## src/fixed_reference_regs.svh

```systemverilog
// Register offsets, field positions, reset values and timing counts
`ifndef FIXED_REFERENCE_REGS_SVH
`define FIXED_REFERENCE_REGS_SVH

`define FRC_CTRL_OFFSET      8'h00
`define FRC_STATUS_OFFSET    8'h04
`define FRC_MASK_OFFSET      8'h08
`define FRC_SYSCFG_OFFSET    8'h0c

`define FRC_REF_EN_BIT       7
`define FRC_REF_RDY_BIT      6
`define FRC_TEMP_EN_BIT      5
`define FRC_TEMP_RNG_BIT     4
`define FRC_CD_GAIN_HI       3
`define FRC_CD_GAIN_LO       2
`define FRC_ADC_GAIN_HI      1
`define FRC_ADC_GAIN_LO      0

`define FRC_CTRL_RESET       8'h00
`define FRC_SYSCFG_RESET     16'h0000

// Event bits in status and mask
`define FRC_EV_READY         0
`define FRC_EV_ADC_BUF_READY 1
`define FRC_EV_CD_BUF_READY  2
`define FRC_EV_FORCED        3
`define FRC_EV_WIDTH         4

// Settling times
`define FRC_CLK_MHZ          100
`define FRC_REF_SETTLE_US    25
`define FRC_BUF_SETTLE_US    30
`define FRC_REF_SETTLE_CYC   (`FRC_REF_SETTLE_US * `FRC_CLK_MHZ)
`define FRC_BUF_SETTLE_CYC   (`FRC_BUF_SETTLE_US * `FRC_CLK_MHZ)

// Codes in the system configuration register
`define FRC_OSC_INTERNAL     3'b100
`define FRC_BOR_ALWAYS       2'b11
`define FRC_BOR_NO_SLEEP     2'b10
`define FRC_BOR_SOFTWARE     2'b01

`endif

```

## src/fixed_reference_pkg.sv

```systemverilog
// Types shared by the fixed reference control block
package fixed_reference_pkg;

  typedef enum logic [1:0] {
    GAIN_OFF = 2'b00,
    GAIN_1X  = 2'b01,
    GAIN_2X  = 2'b10,
    GAIN_4X  = 2'b11
  } gain_code_e;

  typedef enum logic {
    TEMP_LOW_RANGE  = 1'b0,
    TEMP_HIGH_RANGE = 1'b1
  } temp_range_e;

  typedef enum {
    REF_OFF,
    REF_SETTLING,
    REF_READY
  } ref_state_e;

endpackage

```

## src/fixed_reference_control.sv

```systemverilog
// Fixed voltage reference control register bank with Wishbone slave
//
// Summary of operation
// - Bit 7 switches reference on and off
// - Ready sets only after reference settles
// - Bits 3-2 set comparator/DAC buffer gain
// - Two independent gain amplifiers, 1x 2x 4x
// - Bit 4 picks high or low range
// - Writable control bits reset to zero
// - Ready is read-only, reflects settling state
// - Oscillator or brown-out settings force reference
// - Bit 5 enables temperature indicator
//
// The Wishbone register port and the placing of the registers were chosen for this implementation.
`timescale 1ns/1ps
`default_nettype none
`include "fixed_reference_regs.svh"

module fixed_reference_control
  import fixed_reference_pkg::*;
#(
  parameter int REF_SETTLE_CYC = `FRC_REF_SETTLE_CYC,
  parameter int BUF_SETTLE_CYC = `FRC_BUF_SETTLE_CYC
) (
  input  wire logic        clk_i,
  input  wire logic        rst_i,
  // Wishbone classic slave
  input  wire logic        cyc_i,
  input  wire logic        stb_i,
  input  wire logic        we_i,
  input  wire logic [7:0]  adr_i,
  input  wire logic [3:0]  sel_i,
  input  wire logic [31:0] dat_i,
  output logic      [31:0] dat_o,
  output logic             ack_o,
  // Device state feeding the forced-on logic
  input  wire logic        sleep_i,
  // Analog control
  output logic             ref_on_o,
  output logic             ref_ready_o,
  output logic             temp_enable_o,
  output logic             temp_high_range_o,
  output logic [1:0]       adc_gain_o,
  output logic [1:0]       cd_gain_o,
  output logic             adc_buf_ready_o,
  output logic             cd_buf_ready_o,
  output logic             irq_o
);

  ////////////////////////////////////////////////////////////////////////////
  // Registers

  logic       ref_enable_r;
  logic       temp_enable_r;
  temp_range_e temp_range_r;
  gain_code_e cd_gain_r;
  gain_code_e adc_gain_r;
  logic [2:0] osc_source_r;
  logic [3:0] intosc_freq_r;
  logic [1:0] brownout_mode_r;
  logic       brownout_fast_r;
  logic       regulator_mode_r;
  logic [`FRC_EV_WIDTH-1:0] status_r;
  logic [`FRC_EV_WIDTH-1:0] mask_r;
  ref_state_e ref_state_r;
  logic       forced_r;
  logic       ref_done;
  logic       adc_done;
  logic       cd_done;
  logic       ref_ready_r;
  logic       adc_ready_r;
  logic       cd_ready_r;
  logic       forced_prev_r;

  logic       bus_req;
  logic       wr_req;
  logic       ref_active;
  logic       forced_nxt;
  logic [7:0] ctrl_read;
  logic [31:0] read_nxt;
  logic [`FRC_EV_WIDTH-1:0] events;

  assign bus_req = cyc_i && stb_i && !ack_o;
  assign wr_req  = bus_req && we_i;

  ////////////////////////////////////////////////////////////////////////////
  // Control register

  // Ready bit is never stored from the bus
  always_ff @(posedge clk_i) begin
    if (rst_i) begin
      ref_enable_r  <= 1'b0;
      temp_enable_r <= 1'b0;
      temp_range_r  <= TEMP_LOW_RANGE;
      cd_gain_r     <= GAIN_OFF;
      adc_gain_r    <= GAIN_OFF;
    end else if (wr_req && adr_i == `FRC_CTRL_OFFSET && sel_i[0]) begin
      ref_enable_r  <= dat_i[`FRC_REF_EN_BIT];
      temp_enable_r <= dat_i[`FRC_TEMP_EN_BIT];
      temp_range_r  <= temp_range_e'(dat_i[`FRC_TEMP_RNG_BIT]);
      cd_gain_r     <= gain_code_e'(
        dat_i[`FRC_CD_GAIN_HI:`FRC_CD_GAIN_LO]);
      adc_gain_r    <= gain_code_e'(
        dat_i[`FRC_ADC_GAIN_HI:`FRC_ADC_GAIN_LO]);
    end
  end

  ////////////////////////////////////////////////////////////////////////////
  // System configuration register (oscillator and brown-out settings)
  // Regulator mode bit is only stored and read back

  always_ff @(posedge clk_i) begin
    if (rst_i) begin
      {regulator_mode_r, brownout_fast_r, brownout_mode_r,
       intosc_freq_r, osc_source_r} <= 11'(`FRC_SYSCFG_RESET);
    end else if (wr_req && adr_i == `FRC_SYSCFG_OFFSET) begin
      if (sel_i[0]) begin
        osc_source_r  <= dat_i[2:0];
        intosc_freq_r <= dat_i[7:4];
      end
      if (sel_i[1]) begin
        brownout_mode_r  <= dat_i[9:8];
        brownout_fast_r  <= dat_i[10];
        regulator_mode_r <= dat_i[11];
      end
    end
  end

  ////////////////////////////////////////////////////////////////////////////
  // Forced-on request from clock and brown-out settings

  always_comb begin
    forced_nxt = 1'b0;
    // Internal oscillator at a frequency code of 2 or above and awake
    if (osc_source_r == `FRC_OSC_INTERNAL && intosc_freq_r[3:1] != 3'h0
        && !sleep_i) begin
      forced_nxt = 1'b1;
    end
    if (brownout_mode_r == `FRC_BOR_ALWAYS) begin
      forced_nxt = 1'b1;
    end
    if ((brownout_mode_r == `FRC_BOR_NO_SLEEP ||
         brownout_mode_r == `FRC_BOR_SOFTWARE) && brownout_fast_r) begin
      forced_nxt = 1'b1;
    end
  end

  always_ff @(posedge clk_i) begin
    if (rst_i) begin
      forced_r      <= 1'b0;
      forced_prev_r <= 1'b0;
    end else begin
      forced_r      <= forced_nxt;
      forced_prev_r <= forced_r;
    end
  end

  assign ref_active = ref_enable_r || forced_r;

  ////////////////////////////////////////////////////////////////////////////
  // Reference settling

  settle_timer #(
    .COUNT (REF_SETTLE_CYC)
  ) u_ref_timer (
    .clk_i  (clk_i),
    .rst_i  (rst_i),
    .run_i  (ref_active),
    .done_o (ref_done)
  );

  // Buffers settle on their own timers even with the reference running
  settle_timer #(
    .COUNT (BUF_SETTLE_CYC)
  ) u_adc_timer (
    .clk_i  (clk_i),
    .rst_i  (rst_i),
    .run_i  (ref_active && adc_gain_r != GAIN_OFF),
    .done_o (adc_done)
  );

  settle_timer #(
    .COUNT (BUF_SETTLE_CYC)
  ) u_cd_timer (
    .clk_i  (clk_i),
    .rst_i  (rst_i),
    .run_i  (ref_active && cd_gain_r != GAIN_OFF),
    .done_o (cd_done)
  );

  always_ff @(posedge clk_i) begin
    if (rst_i) begin
      ref_state_r <= REF_OFF;
    end else begin
      unique case (ref_state_r)
        REF_OFF: begin
          if (ref_active) begin
            ref_state_r <= REF_SETTLING;
          end
        end
        REF_SETTLING: begin
          if (!ref_active) begin
            ref_state_r <= REF_OFF;
          end else if (ref_done) begin
            ref_state_r <= REF_READY;
          end
        end
        REF_READY: begin
          if (!ref_active) begin
            ref_state_r <= REF_OFF;
          end
        end
      endcase
    end
  end

  // Ready tracks settling, never a stored software value
  always_ff @(posedge clk_i) begin
    if (rst_i) begin
      ref_ready_r <= 1'b0;
      adc_ready_r <= 1'b0;
      cd_ready_r  <= 1'b0;
    end else begin
      ref_ready_r <= ref_enable_r && ref_active &&
                     ref_state_r == REF_READY;
      adc_ready_r <= adc_done;
      cd_ready_r  <= cd_done;
    end
  end

  ////////////////////////////////////////////////////////////////////////////
  // Analog control outputs

  always_ff @(posedge clk_i) begin
    if (rst_i) begin
      ref_on_o          <= 1'b0;
      ref_ready_o       <= 1'b0;
      temp_enable_o     <= 1'b0;
      temp_high_range_o <= 1'b0;
      adc_gain_o        <= GAIN_OFF;
      cd_gain_o         <= GAIN_OFF;
      adc_buf_ready_o   <= 1'b0;
      cd_buf_ready_o    <= 1'b0;
    end else begin
      ref_on_o          <= ref_active;
      ref_ready_o       <= ref_ready_r;
      temp_enable_o     <= temp_enable_r;
      temp_high_range_o <= (temp_range_r == TEMP_HIGH_RANGE);
      // Two amplifiers driven apart, each gated by the reference
      adc_gain_o        <= ref_active ? adc_gain_r : GAIN_OFF;
      cd_gain_o         <= ref_active ? cd_gain_r : GAIN_OFF;
      adc_buf_ready_o   <= adc_ready_r;
      cd_buf_ready_o    <= cd_ready_r;
    end
  end

  ////////////////////////////////////////////////////////////////////////////
  // Interrupt status and mask

  // Rising edge of the ready bit, so enabling an already settled
  // forced reference still raises the event
  assign events[`FRC_EV_READY]         = ref_enable_r && ref_active &&
                                         ref_state_r == REF_READY &&
                                         !ref_ready_r;
  assign events[`FRC_EV_ADC_BUF_READY] = adc_done && !adc_ready_r;
  assign events[`FRC_EV_CD_BUF_READY]  = cd_done && !cd_ready_r;
  assign events[`FRC_EV_FORCED]        = forced_r && !forced_prev_r;

  // Set wins over a write-one clear in the same cycle
  genvar gi;
  generate
    for (gi = 0; gi < `FRC_EV_WIDTH; gi++) begin : g_status
      always_ff @(posedge clk_i) begin
        if (rst_i) begin
          status_r[gi] <= 1'b0;
        end else if (events[gi]) begin
          status_r[gi] <= 1'b1;
        end else if (wr_req && adr_i == `FRC_STATUS_OFFSET && sel_i[0]
                     && dat_i[gi]) begin
          status_r[gi] <= 1'b0;
        end
      end
    end
  endgenerate

  always_ff @(posedge clk_i) begin
    if (rst_i) begin
      mask_r <= '0;
    end else if (wr_req && adr_i == `FRC_MASK_OFFSET && sel_i[0]) begin
      mask_r <= dat_i[`FRC_EV_WIDTH-1:0];
    end
  end

  always_ff @(posedge clk_i) begin
    if (rst_i) begin
      irq_o <= 1'b0;
    end else begin
      irq_o <= |(status_r & mask_r);
    end
  end

  ////////////////////////////////////////////////////////////////////////////
  // Bus read and acknowledge

  always_comb begin
    ctrl_read = 8'h00;
    ctrl_read[`FRC_REF_EN_BIT]   = ref_enable_r;
    ctrl_read[`FRC_REF_RDY_BIT]  = ref_ready_r;
    ctrl_read[`FRC_TEMP_EN_BIT]  = temp_enable_r;
    ctrl_read[`FRC_TEMP_RNG_BIT] = temp_range_r;
    ctrl_read[`FRC_CD_GAIN_HI:`FRC_CD_GAIN_LO]   = cd_gain_r;
    ctrl_read[`FRC_ADC_GAIN_HI:`FRC_ADC_GAIN_LO] = adc_gain_r;
  end

  // Unmapped addresses acknowledge and read zero
  always_comb begin
    read_nxt = 32'h0000_0000;
    unique case (adr_i)
      `FRC_CTRL_OFFSET:   read_nxt[7:0] = ctrl_read;
      `FRC_STATUS_OFFSET: read_nxt[`FRC_EV_WIDTH-1:0] = status_r;
      `FRC_MASK_OFFSET:   read_nxt[`FRC_EV_WIDTH-1:0] = mask_r;
      `FRC_SYSCFG_OFFSET: read_nxt[11:0] = {regulator_mode_r,
                            brownout_fast_r, brownout_mode_r,
                            intosc_freq_r, 1'b0, osc_source_r};
      default:            read_nxt = 32'h0000_0000;
    endcase
  end

  // Ack gates the next take, so a held strobe is served every other cycle
  always_ff @(posedge clk_i) begin
    if (rst_i) begin
      ack_o <= 1'b0;
      dat_o <= 32'h0000_0000;
    end else begin
      ack_o <= bus_req;
      dat_o <= (bus_req && !we_i) ? read_nxt : 32'h0000_0000;
    end
  end

endmodule

`default_nettype wire

```

## src/settle_timer.sv

```systemverilog
// Down counter that reports when a settling interval has elapsed
`timescale 1ns/1ps
`default_nettype none

module settle_timer #(
  parameter int COUNT = 3000,
  parameter int WIDTH = $clog2(COUNT + 1)
) (
  input  wire logic clk_i,
  input  wire logic rst_i,
  input  wire logic run_i,
  output logic      done_o
);

  logic [WIDTH-1:0] count_r;

  // Any drop of run restarts the full interval
  always_ff @(posedge clk_i) begin
    if (rst_i || !run_i) begin
      count_r <= WIDTH'(COUNT);
    end else if (count_r != '0) begin
      count_r <= count_r - 1'b1;
    end
  end

  always_ff @(posedge clk_i) begin
    if (rst_i || !run_i) begin
      done_o <= 1'b0;
    end else begin
      done_o <= (count_r == '0);
    end
  end

endmodule

`default_nettype wire

```

## config.mk

```make
export PLATFORM = sky130hd
export DESIGN_NAME = fixed_reference_control
export DESIGN_NICKNAME = d
export VERILOG_FILES = /design/src/fixed_reference_pkg.sv /design/src/fixed_reference_control.sv /design/src/settle_timer.sv
export VERILOG_INCLUDE_DIRS = /design/src
export SDC_FILE = /design/constraint.sdc
export NUM_CORES = 1
export LEC_CHECK = 0
export ABC_AREA = 0
export CAP_MARGIN = 5
export CORE_MARGIN = 2
export CORE_UTILIZATION = 60
export DETAILED_ROUTE_END_ITERATION = 12
export DONT_BUFFER_PORTS = 1
export PLACE_DENSITY = 0.73
export SKIP_LAST_GASP = 1
export SYNTH_ARGS = -nofsm -noshare
export SYNTH_HDL_FRONTEND = slang
export SYNTH_SLANG_ARGS = --single-unit
```

## constraint.sdc

```tcl
create_clock -name clk_i -period 3.05 [get_ports clk_i]
set_input_delay 0.1525 -clock clk_i [delete_from_list [all_inputs] [get_ports clk_i]]
set_output_delay 0.1525 -clock clk_i [all_outputs]
set_load 0.05 [all_outputs]
```

==> flow_metrics.tcl <==
set metrics [dict create \
    status "finished clean" \
    antenna_found_initial 0 \
    die_y_um 88.0 \
    synth_adder_area_share_pct 2.95 \
    grt_pass1_vias 2813 \
    synth_edf_count 0 \
    muxShareOfSynthArea_pct 8.00 \
    start_kind "flip-flop" \
    rsz0062_at_grt "no" \
    fin_skew_ns 0.0119 \
    synth_top_family_by_area "simple AND/OR/NAND/NOR gates" \
    setup_ws_ns 0.640 \
    power.density_nw_per_um2 486 \
    hold_viol 0 \
    htree_levels 3 \
    path_buf_inv 1 \
    cts_tree "done" \
    gp_congestion 0.841 \
    synthArstFlopShare_pct 0 \
    critPathKind "flip-flop to flip-flop" \
    cts-buffers-inserted 9 \
    initial_core_util_pct 62.0 \
    clock-sinks 96 \
    p_leak_nw 1.68 \
    io_buffers 0 \
    utilization_pct 67.5 \
    ys_ff_latch 96 \
    drive_above_1_share_pct 7.54 \
    rows 30 \
    grt_pass1_wl_um 13200 \
    synth-simple-area-share_pct 25.7 \
    cts_buffer_depth 2 \
    syn-mean-instance-area_um2 9.52 \
    synthCells 445 \
    clockRootBuffer "clkbuf_8" \
    setup_viol 0 \
    die_w_um 88.0 \
    slowest_delay_ns 0.56 \
    worstMarginPinSlew_ns 0.794 \
    nNetsFinal 519 \
    place_worst_setup_slack_ns 0.979 \
    synth_xor_area_share_pct 2.27 \
    synth_top_area_share_pct 45.4 \
    vias 3116 \
    arrival_ns 2.66 \
    yosys-top-cells-area "dfxtp_1 45%, mux2i_1 6.1%, nor2_1 5.5%" \
    wl_per_cell_um 14.7 \
    synth-compound-area-share_pct 9.81 \
    path_delay_family "simple AND/OR/NAND/NOR gates" \
    tns_ns 0 \
    cp.required_ns 3.30 \
    hpwl_um 5550 \
    ir_drop_mv 0.226 \
    cts_setup_buffers 0 \
    synth_flop_cell "dfxtp_1" \
    period_needed_ns 2.41 \
    max_slew_margin_pct 46.7 \
    period_share_pct 79.0 \
    synth_area_leader_cell "dfxtp_1" \
    grt_max_degree 42 \
    overflow 0 \
    clock_latency_ns 0.36 \
    place_inst 529 \
    slowest_stage "dlygate4sd3_1" \
    cap_violations 0 \
    ys_types 55 \
    r2r_slack_ns 0.64 \
    avgViaCountPerCell 5.56 \
    slew_viol_final 0 \
    syn_area_um2 4240 \
    fmax_ghz 0.415 \
    area_growth_syn_to_layout_pct 8.80 \
    cp-end-kind "flip-flop" \
    path_max_fanout 6 \
    min_path_type "primary input to flip-flop" \
    ys_seq_area_share_pct 45.4 \
    cts_resized 0 \
    drt_wl_total_um 8210 \
    path_cells "nand3b_1 > nor4_4 > mux2i_1 > nor2_1 > dlygate4sd3_1" \
    coreArea_um2 6830 \
    diodes 0 \
    yosysMostFrequentCell "dfxtp_1" \
    antenna_left 0 \
    dieArea_um2 7750 \
    ios 94 \
    grtUsageTotal_pct 21.6 \
    drtIter0Drc 160 \
    final_cells 560 \
    finalPower_w 0.00224 \
    dr.pass1.iters 4 \
    path_clk_slew_ns 0.11 \
    synth.top_cells.by_count "96 x dfxtp_1, 62 x nor2_1, 26 x mux2i_1" \
    drc_errors 0 \
    yosys_warnings 0 \
]
-- cells by family after synthesis --
family | after synthesis
fa+ha+maj | 10
xor+xnor | 11
other cells | 1
compound gates | 63
simple gates | 188
mux | 30
buf+inv | 46
flops | 96
-- final cells by class --
cell class                      count  area (µm²)
Fill cell                         565        2220
Multi-Input combinational cell    322        2140
Sequential cell                    96        1920
Timing Repair Buffer               16         168
Clock buffer                        9         124
Tap cell                           96         120
Clock inverter                      7        85.1
Inverter                           14        52.6
-- cells in the final DEF, fill, tap and decap left out, types with 3 or more instances in the layout --
| master | count |
|---|---|
| nand2b_1 | 11 |
| o31ai_1 | 5 |
| and4_1 | 4 |
| xor2_1 | 4 |
| dlygate4sd3_1 | 14 |
| nand4_1 | 8 |
| dfxtp_1 | 96 |
| a211oi_1 | 7 |
| nor3_1 | 14 |
| inv_6 | 3 |
| nand3_1 | 8 |
| a31oi_1 | 5 |
| and2_1 | 11 |
| xnor2_1 | 7 |
| a311oi_1 | 3 |
| nor2b_1 | 17 |
| ha_1 | 10 |
| nor4_4 | 3 |
| inv_1 | 14 |
| nor4_1 | 5 |
| a22oi_1 | 6 |
| mux4_2 | 3 |
| nor3b_1 | 3 |
| nand2_1 | 13 |
| mux2i_1 | 26 |
| nand3b_1 | 4 |
| clkbuf_8 | 9 |
| o21ai_0 | 13 |
| a21oi_1 | 12 |
| conb_1 | 20 |
| and3_1 | 3 |
| or3_1 | 3 |
| nor2_1 | 62 |
-- path summary, 6_finish.rpt --
path / start / end / cells after the start
worst max-delay path: ack_o$_SDFF_PP0_ / brownout_mode_r[0]$_SDFFE_PP0P_ / 5
worst max register to register: ack_o$_SDFF_PP0_ / brownout_mode_r[0]$_SDFFE_PP0P_ / 5
worst min-delay path: dat_i[0] / status_r[0]$_SDFFE_PP0P_ / 3
worst min register to register: u_cd_timer.done_o$_SDFF_PP0_ / cd_ready_r$_SDFF_PP0_ / 1
-- metal layers --
| metal | track usage, % | part of all wire, % | wire (µm) | vias up |
|---|---|---|---|---|
| met5 | 0 | 0 | 0 | - |
| met4 | 6.61 | 0.68 | 56 | 0 |
| met3 | 5.56 | 4.2 | 342 | 6 |
| met2 | 34.4 | 47 | 3900 | 63 |
| met1 | 29.1 | 48 | 3920 | 1478 |
| li1 | - | - | - | 1569 |
-- repair_timing --
action,4_1_cts,5_1_grt
hold endpoints to repair,40,1
hold buffers,14,1
setup endpoints to repair,0,0
-- state kept, by name (all words and copies together) (netlist names), 2 cells and up --
register             cells
u_ref_timer.count_r     12
cd_gain_o                2
ref_state_r              2
adc_gain_r               2
adc_gain_o               2
brownout_mode_r          2
status_r                 4
osc_source_r             3
u_cd_timer.count_r      12
mask_r                   4
u_adc_timer.count_r     12
cd_gain_r                2
intosc_freq_r            4
dat_o                   12
-- per-stage QoR --
stage	hold slack (ns)	cell area, µm²
floorplan	0.262	4310
global placement	0.228	4240
detailed placement	0.231	4240
CTS	0.00250	4600
global route	0.00276	4610
finish	0.0267	4610
-- where the power goes --
part | total, W | switching (W) | internal [W]
registers | 0.00126 | 0.00000355 | 0.00125
logic | 0.000112 | 0.0000839 | 0.0000282
clock network | 0.000871 | 0.000474 | 0.000397
-- worst reg2reg max path, stage by stage, from the launching register on --
cell and delay, ns:
dfxtp_1 0.49, nand3b_1 0.48, nor4_4 0.48, mux2i_1 0.25, nor2_1 0.06, dlygate4sd3_1 0.56
(Power assumes the default switching activity.)
